$ cat src/core/asc_pkg.sv
// shared constants for the converter sequencer control block
package asc_pkg;
   // register addresses on the special-function-register bus
   localparam logic [7:0] POS_SEL_ADDR  = 8'hbb;  // positive_channel_select
   localparam logic [7:0] NEG_SEL_ADDR  = 8'hba;  // negative_channel_select
   localparam logic [7:0] CONFIG_ADDR   = 8'hbc;  // converter_configuration
   localparam logic [7:0] RES_LO_ADDR   = 8'hbd;  // result_low_byte
   localparam logic [7:0] RES_HI_ADDR   = 8'hbe;  // result_high_byte
   localparam logic [7:0] CONTROL_ADDR  = 8'he8;  // converter_control

   // reset values
   localparam logic [7:0] POS_SEL_RST   = 8'h00;
   localparam logic [7:0] NEG_SEL_RST   = 8'h00;
   localparam logic [7:0] CONFIG_RST    = 8'hf8;
   localparam logic [7:0] RES_RST       = 8'h00;
   localparam logic [7:0] CONTROL_RST   = 8'h00;

   // field layout
   localparam int         SEL_W         = 5;      // channel selection width
   localparam logic [4:0] GND_CODE      = 5'h1f;  // negative input at ground
   localparam int         DIV_MSB       = 7;      // clock_divider_field bits 7..3
   localparam int         DIV_LSB       = 3;
   localparam int         JUST_BIT      = 2;      // justify_select
   localparam int         EN_BIT        = 7;      // converter_enable
   localparam int         TM_BIT        = 6;      // track_mode_bit
   localparam int         INT_BIT       = 5;      // conversion_complete_flag
   localparam int         BUSY_BIT      = 4;      // busy_bit
   localparam int         WIN_BIT       = 3;      // window_match_flag
   localparam int         CM_MSB        = 2;      // start_mode_field bits 2..0

   // start_mode_field codes
   localparam logic [2:0] CM_BUSY       = 3'h0;
   localparam logic [2:0] CM_TIMER0     = 3'h1;
   localparam logic [2:0] CM_TIMER2     = 3'h2;
   localparam logic [2:0] CM_TIMER1     = 3'h3;
   localparam logic [2:0] CM_EXT_PIN    = 3'h4;
   localparam logic [2:0] CM_TIMER3     = 3'h5;

   // timing in converter clocks, and result width
   localparam int         TRACK_CLOCKS  = 3;      // low-power tracking phase
   localparam int         CONV_CLOCKS   = 10;     // conversion length
   localparam int         CODE_W        = 10;     // result width

   // sequencer states, gray along idle -> track -> convert
   typedef enum logic [1:0] {
      ASC_IDLE  = 2'b00,
      ASC_TRACK = 2'b01,
      ASC_CONV  = 2'b11
   } asc_state_t;
endpackage

$ cat src/core/asc_clkdiv.sv
// converter clock divider: one-cycle tick every (divide + 1) system clocks
`timescale 1ns/1ns
module asc_clkdiv
   import asc_pkg::*;
#(
   parameter int DIV_W = 5                    // width of the divide value
) (
   input  wire logic             clk,         // system clock
   input  wire logic             rst,         // synchronous reset, high
   input  wire logic             ce,          // clock enable, freezes state
   input  wire logic             run,         // divider runs while high
   input  wire logic [DIV_W-1:0] divide,      // divide value minus one
   output logic                  tick         // one-cycle converter clock pulse
);
   logic [DIV_W-1:0] cnt_reg;                 // cycles since last tick
   logic [DIV_W-1:0] cnt_next;
   logic             wrap;                    // count reached the divide value

   if (DIV_W < 1) begin : g_chk
      $error("asc_clkdiv: DIV_W must be at least 1");
   end

   assign wrap     = (cnt_reg >= divide);
   assign cnt_next = wrap ? '0 : cnt_reg + 1'b1;
   assign tick     = run && wrap;

   // counter restarts when stopped so each phase starts aligned
   always_ff @(posedge clk) begin
      if (rst) begin
         cnt_reg <= '0;
      end else if (ce) begin
         cnt_reg <= run ? cnt_next : '0;
      end
   end
endmodule

$ cat src/core/asc_ctrl.sv
// converter sequencer control: registers, trigger select, tracking and result format
// Behaviour
// - channel selects five bits, upper bits zero
// - ground negative code means single-ended, else differential
// - converter clock is system clock over divider+1
// - justify bit picks right or left layout
// - right layout: high byte sign extends bit1
// - right layout: low byte holds low eight bits
// - left layout: high eight bits, low two
// - configuration low two bits read zero
// - enable low means shutdown, no conversions
// - normal mode tracks except while converting
// - busy while converting; falling edge sets complete
// - busy write starts only in mode 000
// - window match sets sticky flag
// - start mode selects one of six triggers
// - low-power: three converter clocks tracking first
// - low-power pin mode: track low, convert rising
// - timer 2/3 overflow byte follows split mode
// - conversion lasts ten converter clocks
// - differential signed, single-ended unsigned result
`timescale 1ns/1ns
module asc_ctrl
   import asc_pkg::*;
#(
   parameter int TRACK_LEN = TRACK_CLOCKS,    // low-power tracking, converter clocks
   parameter int CONV_LEN  = CONV_CLOCKS      // conversion length, converter clocks
) (
   input  wire logic              REF_CLK,       // system clock, 10 MHz
   input  wire logic              RST,           // synchronous reset, high
   input  wire logic              CE,            // clock enable
   input  wire logic [7:0]        SFR_ADDR,      // register address
   input  wire logic              SFR_WR,        // write strobe
   input  wire logic [7:0]        SFR_WDATA,     // write data
   input  wire logic              SFR_RD,        // read strobe
   output logic      [7:0]        SFR_RDATA,     // read data, one cycle after strobe
   input  wire logic              T0_OVF,        // timer 0 overflow pulse
   input  wire logic              T1_OVF,        // timer 1 overflow pulse
   input  wire logic              T2_LO_OVF,     // timer 2 low byte overflow
   input  wire logic              T2_HI_OVF,     // timer 2 high byte overflow
   input  wire logic              T2_SPLIT,      // timer 2 in 8-bit mode
   input  wire logic              T3_LO_OVF,     // timer 3 low byte overflow
   input  wire logic              T3_HI_OVF,     // timer 3 high byte overflow
   input  wire logic              T3_SPLIT,      // timer 3 in 8-bit mode
   input  wire logic              EXT_START,     // external_start_pin level
   input  wire logic              WINDOW_MATCH,  // window comparator hit pulse
   input  wire logic [CODE_W-1:0] CODE_IN,       // raw code from the analog core
   output logic                   POWER_ON,      // analog core powered
   output logic                   TRACK,         // track-and-hold in track
   output logic                   CONVERTING,    // analog core converting
   output logic                   SAR_TICK,      // converter clock pulse
   output logic                   DIFF_MODE,     // differential operation
   output logic      [SEL_W-1:0]  POS_SEL,       // positive input selection
   output logic      [SEL_W-1:0]  NEG_SEL        // negative input selection
);
   // elaboration checks on lengths the counter can serve
   if (TRACK_LEN < 1 || TRACK_LEN > 15 || CONV_LEN < 1 || CONV_LEN > 15) begin : g_chk
      $error("asc_ctrl: phase lengths must lie in 1..15");
   end

   // register storage
   logic [SEL_W-1:0] pos_reg;                 // positive selection
   logic [SEL_W-1:0] neg_reg;                 // negative selection
   logic [4:0]       div_reg;                 // clock_divider_field
   logic             just_reg;                // justify_select
   logic             en_reg;                  // converter_enable
   logic             tm_reg;                  // track_mode_bit
   logic             int_reg;                 // conversion_complete_flag
   logic             win_reg;                 // window_match_flag
   logic [2:0]       cm_reg;                  // start_mode_field
   logic [7:0]       res_hi_reg;              // result_high_byte
   logic [7:0]       res_lo_reg;              // result_low_byte
   logic [7:0]       rdata_reg;               // registered read data
   logic             pin_prev_reg;            // external pin one cycle ago
   logic [3:0]       phase_cnt_reg;           // converter clocks into the phase
   asc_state_t       state_reg;
   asc_state_t       state_next;
   logic             busy;                    // tracking phase or conversion running
   logic             diff;                    // differential when negative not ground
   logic             idle;                    // sequencer waiting for a trigger

   // bus decode
   logic wr_pos, wr_neg, wr_cfg, wr_lo, wr_hi, wr_ctl;

   function automatic logic hit(input logic [7:0] addr, input logic [7:0] offs);
      hit = (addr == offs);
   endfunction

   assign wr_pos = SFR_WR && hit(SFR_ADDR, POS_SEL_ADDR);
   assign wr_neg = SFR_WR && hit(SFR_ADDR, NEG_SEL_ADDR);
   assign wr_cfg = SFR_WR && hit(SFR_ADDR, CONFIG_ADDR);
   assign wr_lo  = SFR_WR && hit(SFR_ADDR, RES_LO_ADDR);
   assign wr_hi  = SFR_WR && hit(SFR_ADDR, RES_HI_ADDR);
   assign wr_ctl = SFR_WR && hit(SFR_ADDR, CONTROL_ADDR);

   // readback images
   wire  [7:0] ctl_image = {en_reg, tm_reg, int_reg, busy, win_reg, cm_reg};
   wire  [7:0] cfg_image = {div_reg, just_reg, 2'b00};
   wire  [7:0] pos_image = {3'b000, pos_reg};
   wire  [7:0] neg_image = {3'b000, neg_reg};
   logic [7:0] rd_mux;

   assign rd_mux = hit(SFR_ADDR, POS_SEL_ADDR) ? pos_image :
                   hit(SFR_ADDR, NEG_SEL_ADDR) ? neg_image :
                   hit(SFR_ADDR, CONFIG_ADDR)  ? cfg_image :
                   hit(SFR_ADDR, RES_LO_ADDR)  ? res_lo_reg :
                   hit(SFR_ADDR, RES_HI_ADDR)  ? res_hi_reg :
                   hit(SFR_ADDR, CONTROL_ADDR) ? ctl_image : 8'h00;

   // operating mode

   assign idle = (state_reg == ASC_IDLE);
   assign busy = !idle;
   assign diff = (neg_reg != GND_CODE);

   // trigger selection
   logic pin_rise;                            // rising edge of external pin
   logic t2_ovf;                              // timer 2 overflow per its mode
   logic t3_ovf;                              // timer 3 overflow per its mode
   logic busy_write;                          // software start
   logic trig;                                // selected trigger this cycle
   logic pin_mode;                            // pin start selected

   assign pin_rise   = EXT_START && !pin_prev_reg;
   assign t2_ovf     = T2_SPLIT ? T2_LO_OVF : T2_HI_OVF;
   assign t3_ovf     = T3_SPLIT ? T3_LO_OVF : T3_HI_OVF;
   assign busy_write = wr_ctl && SFR_WDATA[BUSY_BIT] && (cm_reg == CM_BUSY);
   assign pin_mode   = (cm_reg == CM_EXT_PIN);

   // codes 11x select nothing, so those settings never start
   always_comb begin
      case (cm_reg)
         CM_BUSY:    trig = busy_write;
         CM_TIMER0:  trig = T0_OVF;
         CM_TIMER2:  trig = t2_ovf;
         CM_TIMER1:  trig = T1_OVF;
         CM_EXT_PIN: trig = pin_rise;
         CM_TIMER3:  trig = t3_ovf;
         default:    trig = 1'b0;
      endcase
   end

   // converter clock divider, stopped while idle so phases start aligned
   logic tick;

   asc_clkdiv #(
      .DIV_W  (5)
   ) u_div (
      .clk    (REF_CLK),
      .rst    (RST),
      .ce     (CE),
      .run    (busy),
      .divide (div_reg),
      .tick   (tick)
   );

   // sequencer
   logic track_done;                          // last tracking clock
   logic conv_done;                           // last conversion clock
   logic start;                               // accepted trigger

   assign track_done = tick && (phase_cnt_reg == 4'(TRACK_LEN - 1));
   assign conv_done  = tick && (phase_cnt_reg == 4'(CONV_LEN - 1));
   assign start      = en_reg && idle && trig;

   // low-power pin mode skips the timed tracking phase: the pin low time is the track
   always_comb begin
      state_next = state_reg;
      case (state_reg)
         ASC_IDLE: begin
            if (start) begin
               state_next = (tm_reg && !pin_mode) ? ASC_TRACK : ASC_CONV;
            end
         end
         ASC_TRACK: begin
            if (track_done) begin
               state_next = ASC_CONV;
            end
         end
         ASC_CONV: begin
            if (conv_done) begin
               state_next = ASC_IDLE;
            end
         end
         default: begin
            state_next = ASC_IDLE;
         end
      endcase
      if (!en_reg) begin
         state_next = ASC_IDLE;
      end
   end

   // result formatting, shared by both layouts
   function automatic logic [15:0] fmt(input logic [CODE_W-1:0] code,
                                       input logic left, input logic signed_code);
      logic ext;
      ext = signed_code & code[CODE_W-1];
      if (left) begin
         fmt = {code, 6'h00};
      end else begin
         fmt = {{6{ext}}, code};
      end
   endfunction

   logic [15:0] result_word;                  // formatted result to store

   assign result_word = fmt(CODE_IN, just_reg, diff);

   // state and phase counter
   always_ff @(posedge REF_CLK) begin
      if (RST) begin
         state_reg     <= ASC_IDLE;
         phase_cnt_reg <= 4'h0;
      end else if (CE) begin
         state_reg <= state_next;
         if (state_next != state_reg) begin
            phase_cnt_reg <= 4'h0;
         end else if (tick) begin
            phase_cnt_reg <= phase_cnt_reg + 4'h1;
         end
      end
   end

   // edge history of the external pin
   always_ff @(posedge REF_CLK) begin
      if (RST) begin
         pin_prev_reg <= 1'b0;
      end else if (CE) begin
         pin_prev_reg <= EXT_START;
      end
   end

   // channel selects and configuration; unused bits never stored
   always_ff @(posedge REF_CLK) begin
      if (RST) begin
         pos_reg  <= POS_SEL_RST[SEL_W-1:0];
         neg_reg  <= NEG_SEL_RST[SEL_W-1:0];
         div_reg  <= CONFIG_RST[DIV_MSB:DIV_LSB];
         just_reg <= CONFIG_RST[JUST_BIT];
      end else if (CE) begin
         if (wr_pos) begin
            pos_reg <= SFR_WDATA[SEL_W-1:0];
         end
         if (wr_neg) begin
            neg_reg <= SFR_WDATA[SEL_W-1:0];
         end
         if (wr_cfg) begin
            div_reg  <= SFR_WDATA[DIV_MSB:DIV_LSB];
            just_reg <= SFR_WDATA[JUST_BIT];
         end
      end
   end

   // control bits; hardware set of a flag beats a same-cycle software clear
   always_ff @(posedge REF_CLK) begin
      if (RST) begin
         en_reg  <= CONTROL_RST[EN_BIT];
         tm_reg  <= CONTROL_RST[TM_BIT];
         int_reg <= CONTROL_RST[INT_BIT];
         win_reg <= CONTROL_RST[WIN_BIT];
         cm_reg  <= CONTROL_RST[CM_MSB:0];
      end else if (CE) begin
         if (wr_ctl) begin
            en_reg  <= SFR_WDATA[EN_BIT];
            tm_reg  <= SFR_WDATA[TM_BIT];
            cm_reg  <= SFR_WDATA[CM_MSB:0];
            int_reg <= SFR_WDATA[INT_BIT];
            win_reg <= SFR_WDATA[WIN_BIT];
         end
         if (state_reg == ASC_CONV && conv_done && en_reg) begin
            int_reg <= 1'b1;
         end
         if (WINDOW_MATCH) begin
            win_reg <= 1'b1;
         end
      end
   end

   // result bytes: loaded at completion, else writable by software
   always_ff @(posedge REF_CLK) begin
      if (RST) begin
         res_hi_reg <= RES_RST;
         res_lo_reg <= RES_RST;
      end else if (CE) begin
         if (state_reg == ASC_CONV && conv_done && en_reg) begin
            res_hi_reg <= result_word[15:8];
            res_lo_reg <= result_word[7:0];
         end else begin
            if (wr_hi) begin
               res_hi_reg <= SFR_WDATA;
            end
            if (wr_lo) begin
               res_lo_reg <= SFR_WDATA;
            end
         end
      end
   end

   // registered read port keeps the data output glitch free
   always_ff @(posedge REF_CLK) begin
      if (RST) begin
         rdata_reg <= 8'h00;
      end else if (CE && SFR_RD) begin
         rdata_reg <= rd_mux;
      end
   end

   // outputs to the analog core
   logic track_lp;                            // low-power tracking request

   assign track_lp   = (state_reg == ASC_TRACK) ||
                       (idle && pin_mode && !EXT_START);
   assign TRACK      = en_reg && (tm_reg ? track_lp : (state_reg != ASC_CONV));
   assign CONVERTING = (state_reg == ASC_CONV);
   assign POWER_ON   = en_reg;
   assign SAR_TICK   = tick;
   assign DIFF_MODE  = diff;
   assign POS_SEL    = pos_reg;
   assign NEG_SEL    = neg_reg;
   assign SFR_RDATA  = rdata_reg;
endmodule

$ cat config.mk
export PLATFORM = sky130hd
export DESIGN_NAME = asc_ctrl
export DESIGN_NICKNAME = d
export VERILOG_FILES = /design/src/core/asc_pkg.sv /design/src/core/asc_clkdiv.sv /design/src/core/asc_ctrl.sv
export SDC_FILE = /design/constraint.sdc
export NUM_CORES = 1
export LEC_CHECK = 0
export ABC_AREA = 1
export BUFFER_PORTS_ARGS = -buffer_cell sky130_fd_sc_hd__buf_2
export CAP_MARGIN = 20
export CORE_MARGIN = 2
export CORE_UTILIZATION = 45
export DETAILED_ROUTE_END_ITERATION = 10
export PLACE_DENSITY = 0.64
export SYNTH_ARGS = -nofsm -noshare
export SYNTH_HDL_FRONTEND = slang
export SYNTH_SLANG_ARGS = --single-unit
$ cat constraint.sdc
create_clock -name REF_CLK -period 4.72 [get_ports REF_CLK]
set_input_delay 1.416 -clock REF_CLK [delete_from_list [all_inputs] [get_ports REF_CLK]]
set_output_delay 1.416 -clock REF_CLK [all_outputs]
set_load 0.02 [all_outputs]
==> results.yml <==
detailed_routing:
  num_vias: 3343
  ant_nets: 0
  firstDrtPassIters: 5
  routed_wl_um: 9140
  drc: 0
  drt_iter0_drc: 240
  wl_per_cell_um: 14.6
  vias_per_cell: 5.34
placed_design:
  portBuffers: 63
  gp_congestion: 0.918
  dpl-instance-area_sq_um: 3590
  dp_slack_ns: 1.13
  detailed_place_hpwl_um: 6840
hold_path:
  hold_class: "register to register"
  worstHoldPathCells: 2
finish:
  syn_to_final_growth_pct: 17.1
  n_antenna_cell: 0
  final_area_sq_um: 3790
  drive_gt1_share_pct: 17.9
  nets: 576
  final_cell_mix: "nand2_1 (94), buf_2 (63), dfxtp_1 (59)"
  n_fill_cell: 701
  multi_input_area_sq_um: 1740
  final_common_cell: "nand2_1"
  seq_area_sq_um: 1180
grt:
  antenna_found_initial: 0
  grt_pass1_wl_um: 14400
  gr-total-overflow: 0
  track_usage_pct: 23.9
  grt_max_degree: 40
  grt_pass1_vias: 2938
clock_network:
  numCtsBuffers: 9
  clkTransAtPathRegs_ns: 0.07
  cts_sinks: 59
  hold_buffers: 0
  tritoncts: "yes"
  clock_path_buffers: 2
  cts-root-buf: "clkbuf_8"
  insertion_delay_ns: 0.33
  post-cts-setup-buffers: 0
  ctsResizeCount: 0
  cts.htree.levels: 3
timing:
  max_freq_ghz: 0.279
  min_period_over_period_pct: 76.0
  clock_skew_ns: 0.0121
  rsz0062_at_grt: "false"
  fin_setup_tns_ns: 0
  tightest_slew_ns: 1.06
  setup_slack_ns: 1.13
  whs_ns: 0.462
  maxSlewViolCount: 0
  period_minus_slack_ns: 3.59
  slew_headroom_pct: 29.3
  final-hold-violation-count: 0
  finalSetupViolations: 0
logic_synthesis:
  syn_inst: 466
  ys_seq_elements: 59
  syn_area_per_cell_sq_um: 6.94
  synth_fp_nets: 516
  synth_area_sq_um: 3230
  yosysSeqAreaShare_pct: 36.5
  ys_warn_count: 0
  synth_cell_types: 36
worst_setup_path:
  required_ns: 3.30
  ff2ff_path_depth: 14
  cp-end-kind: "output port"
  critPathKind: "primary input to output port"
  critPathLaunchType: "primary input"
  arrival_ns: 2.17
  cp_max_fo: 3
run:
  max-cap-violations: 0
floorplanning:
  core_sq_um: 6870
  dieArea_sq_um: 7880
  io_pins: 64
  die_h_um: 88.8
  rows: 30
  start_util_pct: 47.1
  die_w_um: 88.8
power_and_ir_drop:
  ir_drop_mv: 0.147
  powerDensity_nw_per_um2: 278
  p_leak_nw: 1.72
status:
  status: "completed"
-- layer usage --
metal  share of wire (%)  global-route usage [%]  vias to the layer above
li1                    -                       -                     1702
met1                  49                    34.3                     1503
met2                  42                    36.1                      131
met3                 7.5                    4.66                        7
met4                0.90                    7.58                        0
met5                   0                       0                        -
-- final cells by class --
type | instances | area share (%)
multi-input cells | 331 | 46.0
flip-flops and latches | 59 | 31.2
repair buffers | 63 | 8.33
inverters | 62 | 6.21
clock buffers | 13 | 4.20
well taps | 96 | 3.17
clock inverters | 2 | 0.925
-- report_power, final --
group | leakage [nW] | switching, mW | internal [mW]
clock network | 0.0995 | 0.195 | 0.270
logic | 1.15 | 0.0562 | 0.0270
registers | 0.476 | 0.00317 | 0.502
-- worst max-delay path: stages --
cell      delay [ns]
buf_2           0.12
nor3_1          0.19
nor3_1          0.06
a211oi_1        0.18
buf_2           0.20
-- cell families after synthesis --
family                     after synthesis  share of synthesized area (%)
and+or+nand+nor                        180                           25.3
xor gates and xnor gates                 2                          0.542
buffers and inverters                   76                           9.67
adders and majority gates                9                           3.48
AOI/OAI and AO/OA                      140                           24.4
DFF                                     59                           36.5
-- per-stage QoR --
| step | util (%) | instances | power (mW) |
|---|---|---|---|
| 3_3_place_gp | 52.3 | 611 | 0.597 |
| 4_1_cts | 55.1 | 626 | 1.05 |
| 2_1_floorplan | - | 466 | 0.560 |
| 5_1_grt | 55.1 | 626 | 1.09 |
| 6_report | 55.1 | 626 | 1.05 |
| 3_5_place_dp | 52.3 | 611 | 0.598 |
-- path summary, 6_finish.rpt --
path                      from       endpoint  slack (ns)
setup / recovery     EXT_START          TRACK        1.13
hold / removal    SFR_RDATA[2]   SFR_RDATA[2]        0.46
setup reg to reg    div_reg[4]  res_lo_reg[4]        2.07
hold reg to reg   SFR_RDATA[2]   SFR_RDATA[2]        0.46
-- synthesized netlist by cell type --
| library cell | n | area [sq um] |
|---|---|---|
| nor2_2 | 3 | 18.8 |
| nor2_1 | 31 | 116 |
| nor4_4 | 1 | 21.3 |
| a221oi_1 | 6 | 52.6 |
| nor4_1 | 1 | 6.26 |
| nand4_1 | 7 | 43.8 |
| o211ai_1 | 9 | 67.6 |
| inv_4 | 1 | 6.26 |
| dfxtp_1 | 59 | 1180 |
| nand3_1 | 29 | 145 |
| a22oi_1 | 1 | 7.51 |
| buf_2 | 2 | 10.0 |
| o21ai_1 | 7 | 35.0 |
| nand4_2 | 2 | 25.0 |
| nand2_1 | 94 | 353 |
| xor2_1 | 2 | 17.5 |
| and3b_1 | 1 | 8.76 |
| and3_1 | 1 | 6.26 |
| a21oi_4 | 1 | 16.3 |
| a211oi_1 | 3 | 22.5 |
| nand2_2 | 2 | 12.5 |
| nor3_2 | 1 | 10.0 |
| o21ai_0 | 47 | 235 |
| inv_2 | 5 | 18.8 |
| clkinv_1 | 1 | 3.75 |
| buf_6 | 3 | 33.8 |
| nand3_2 | 1 | 10.0 |
| o21bai_1 | 1 | 7.51 |
| a31oi_1 | 17 | 106 |
| ha_1 | 9 | 113 |
| nand2_4 | 1 | 11.3 |
| inv_1 | 55 | 206 |
| nor2_4 | 1 | 11.3 |
| nor3_1 | 4 | 20.0 |
| a21oi_1 | 48 | 240 |
| clkbuf_1 | 9 | 33.8 |
No activity file was read; power rests on OpenSTA's default activity.
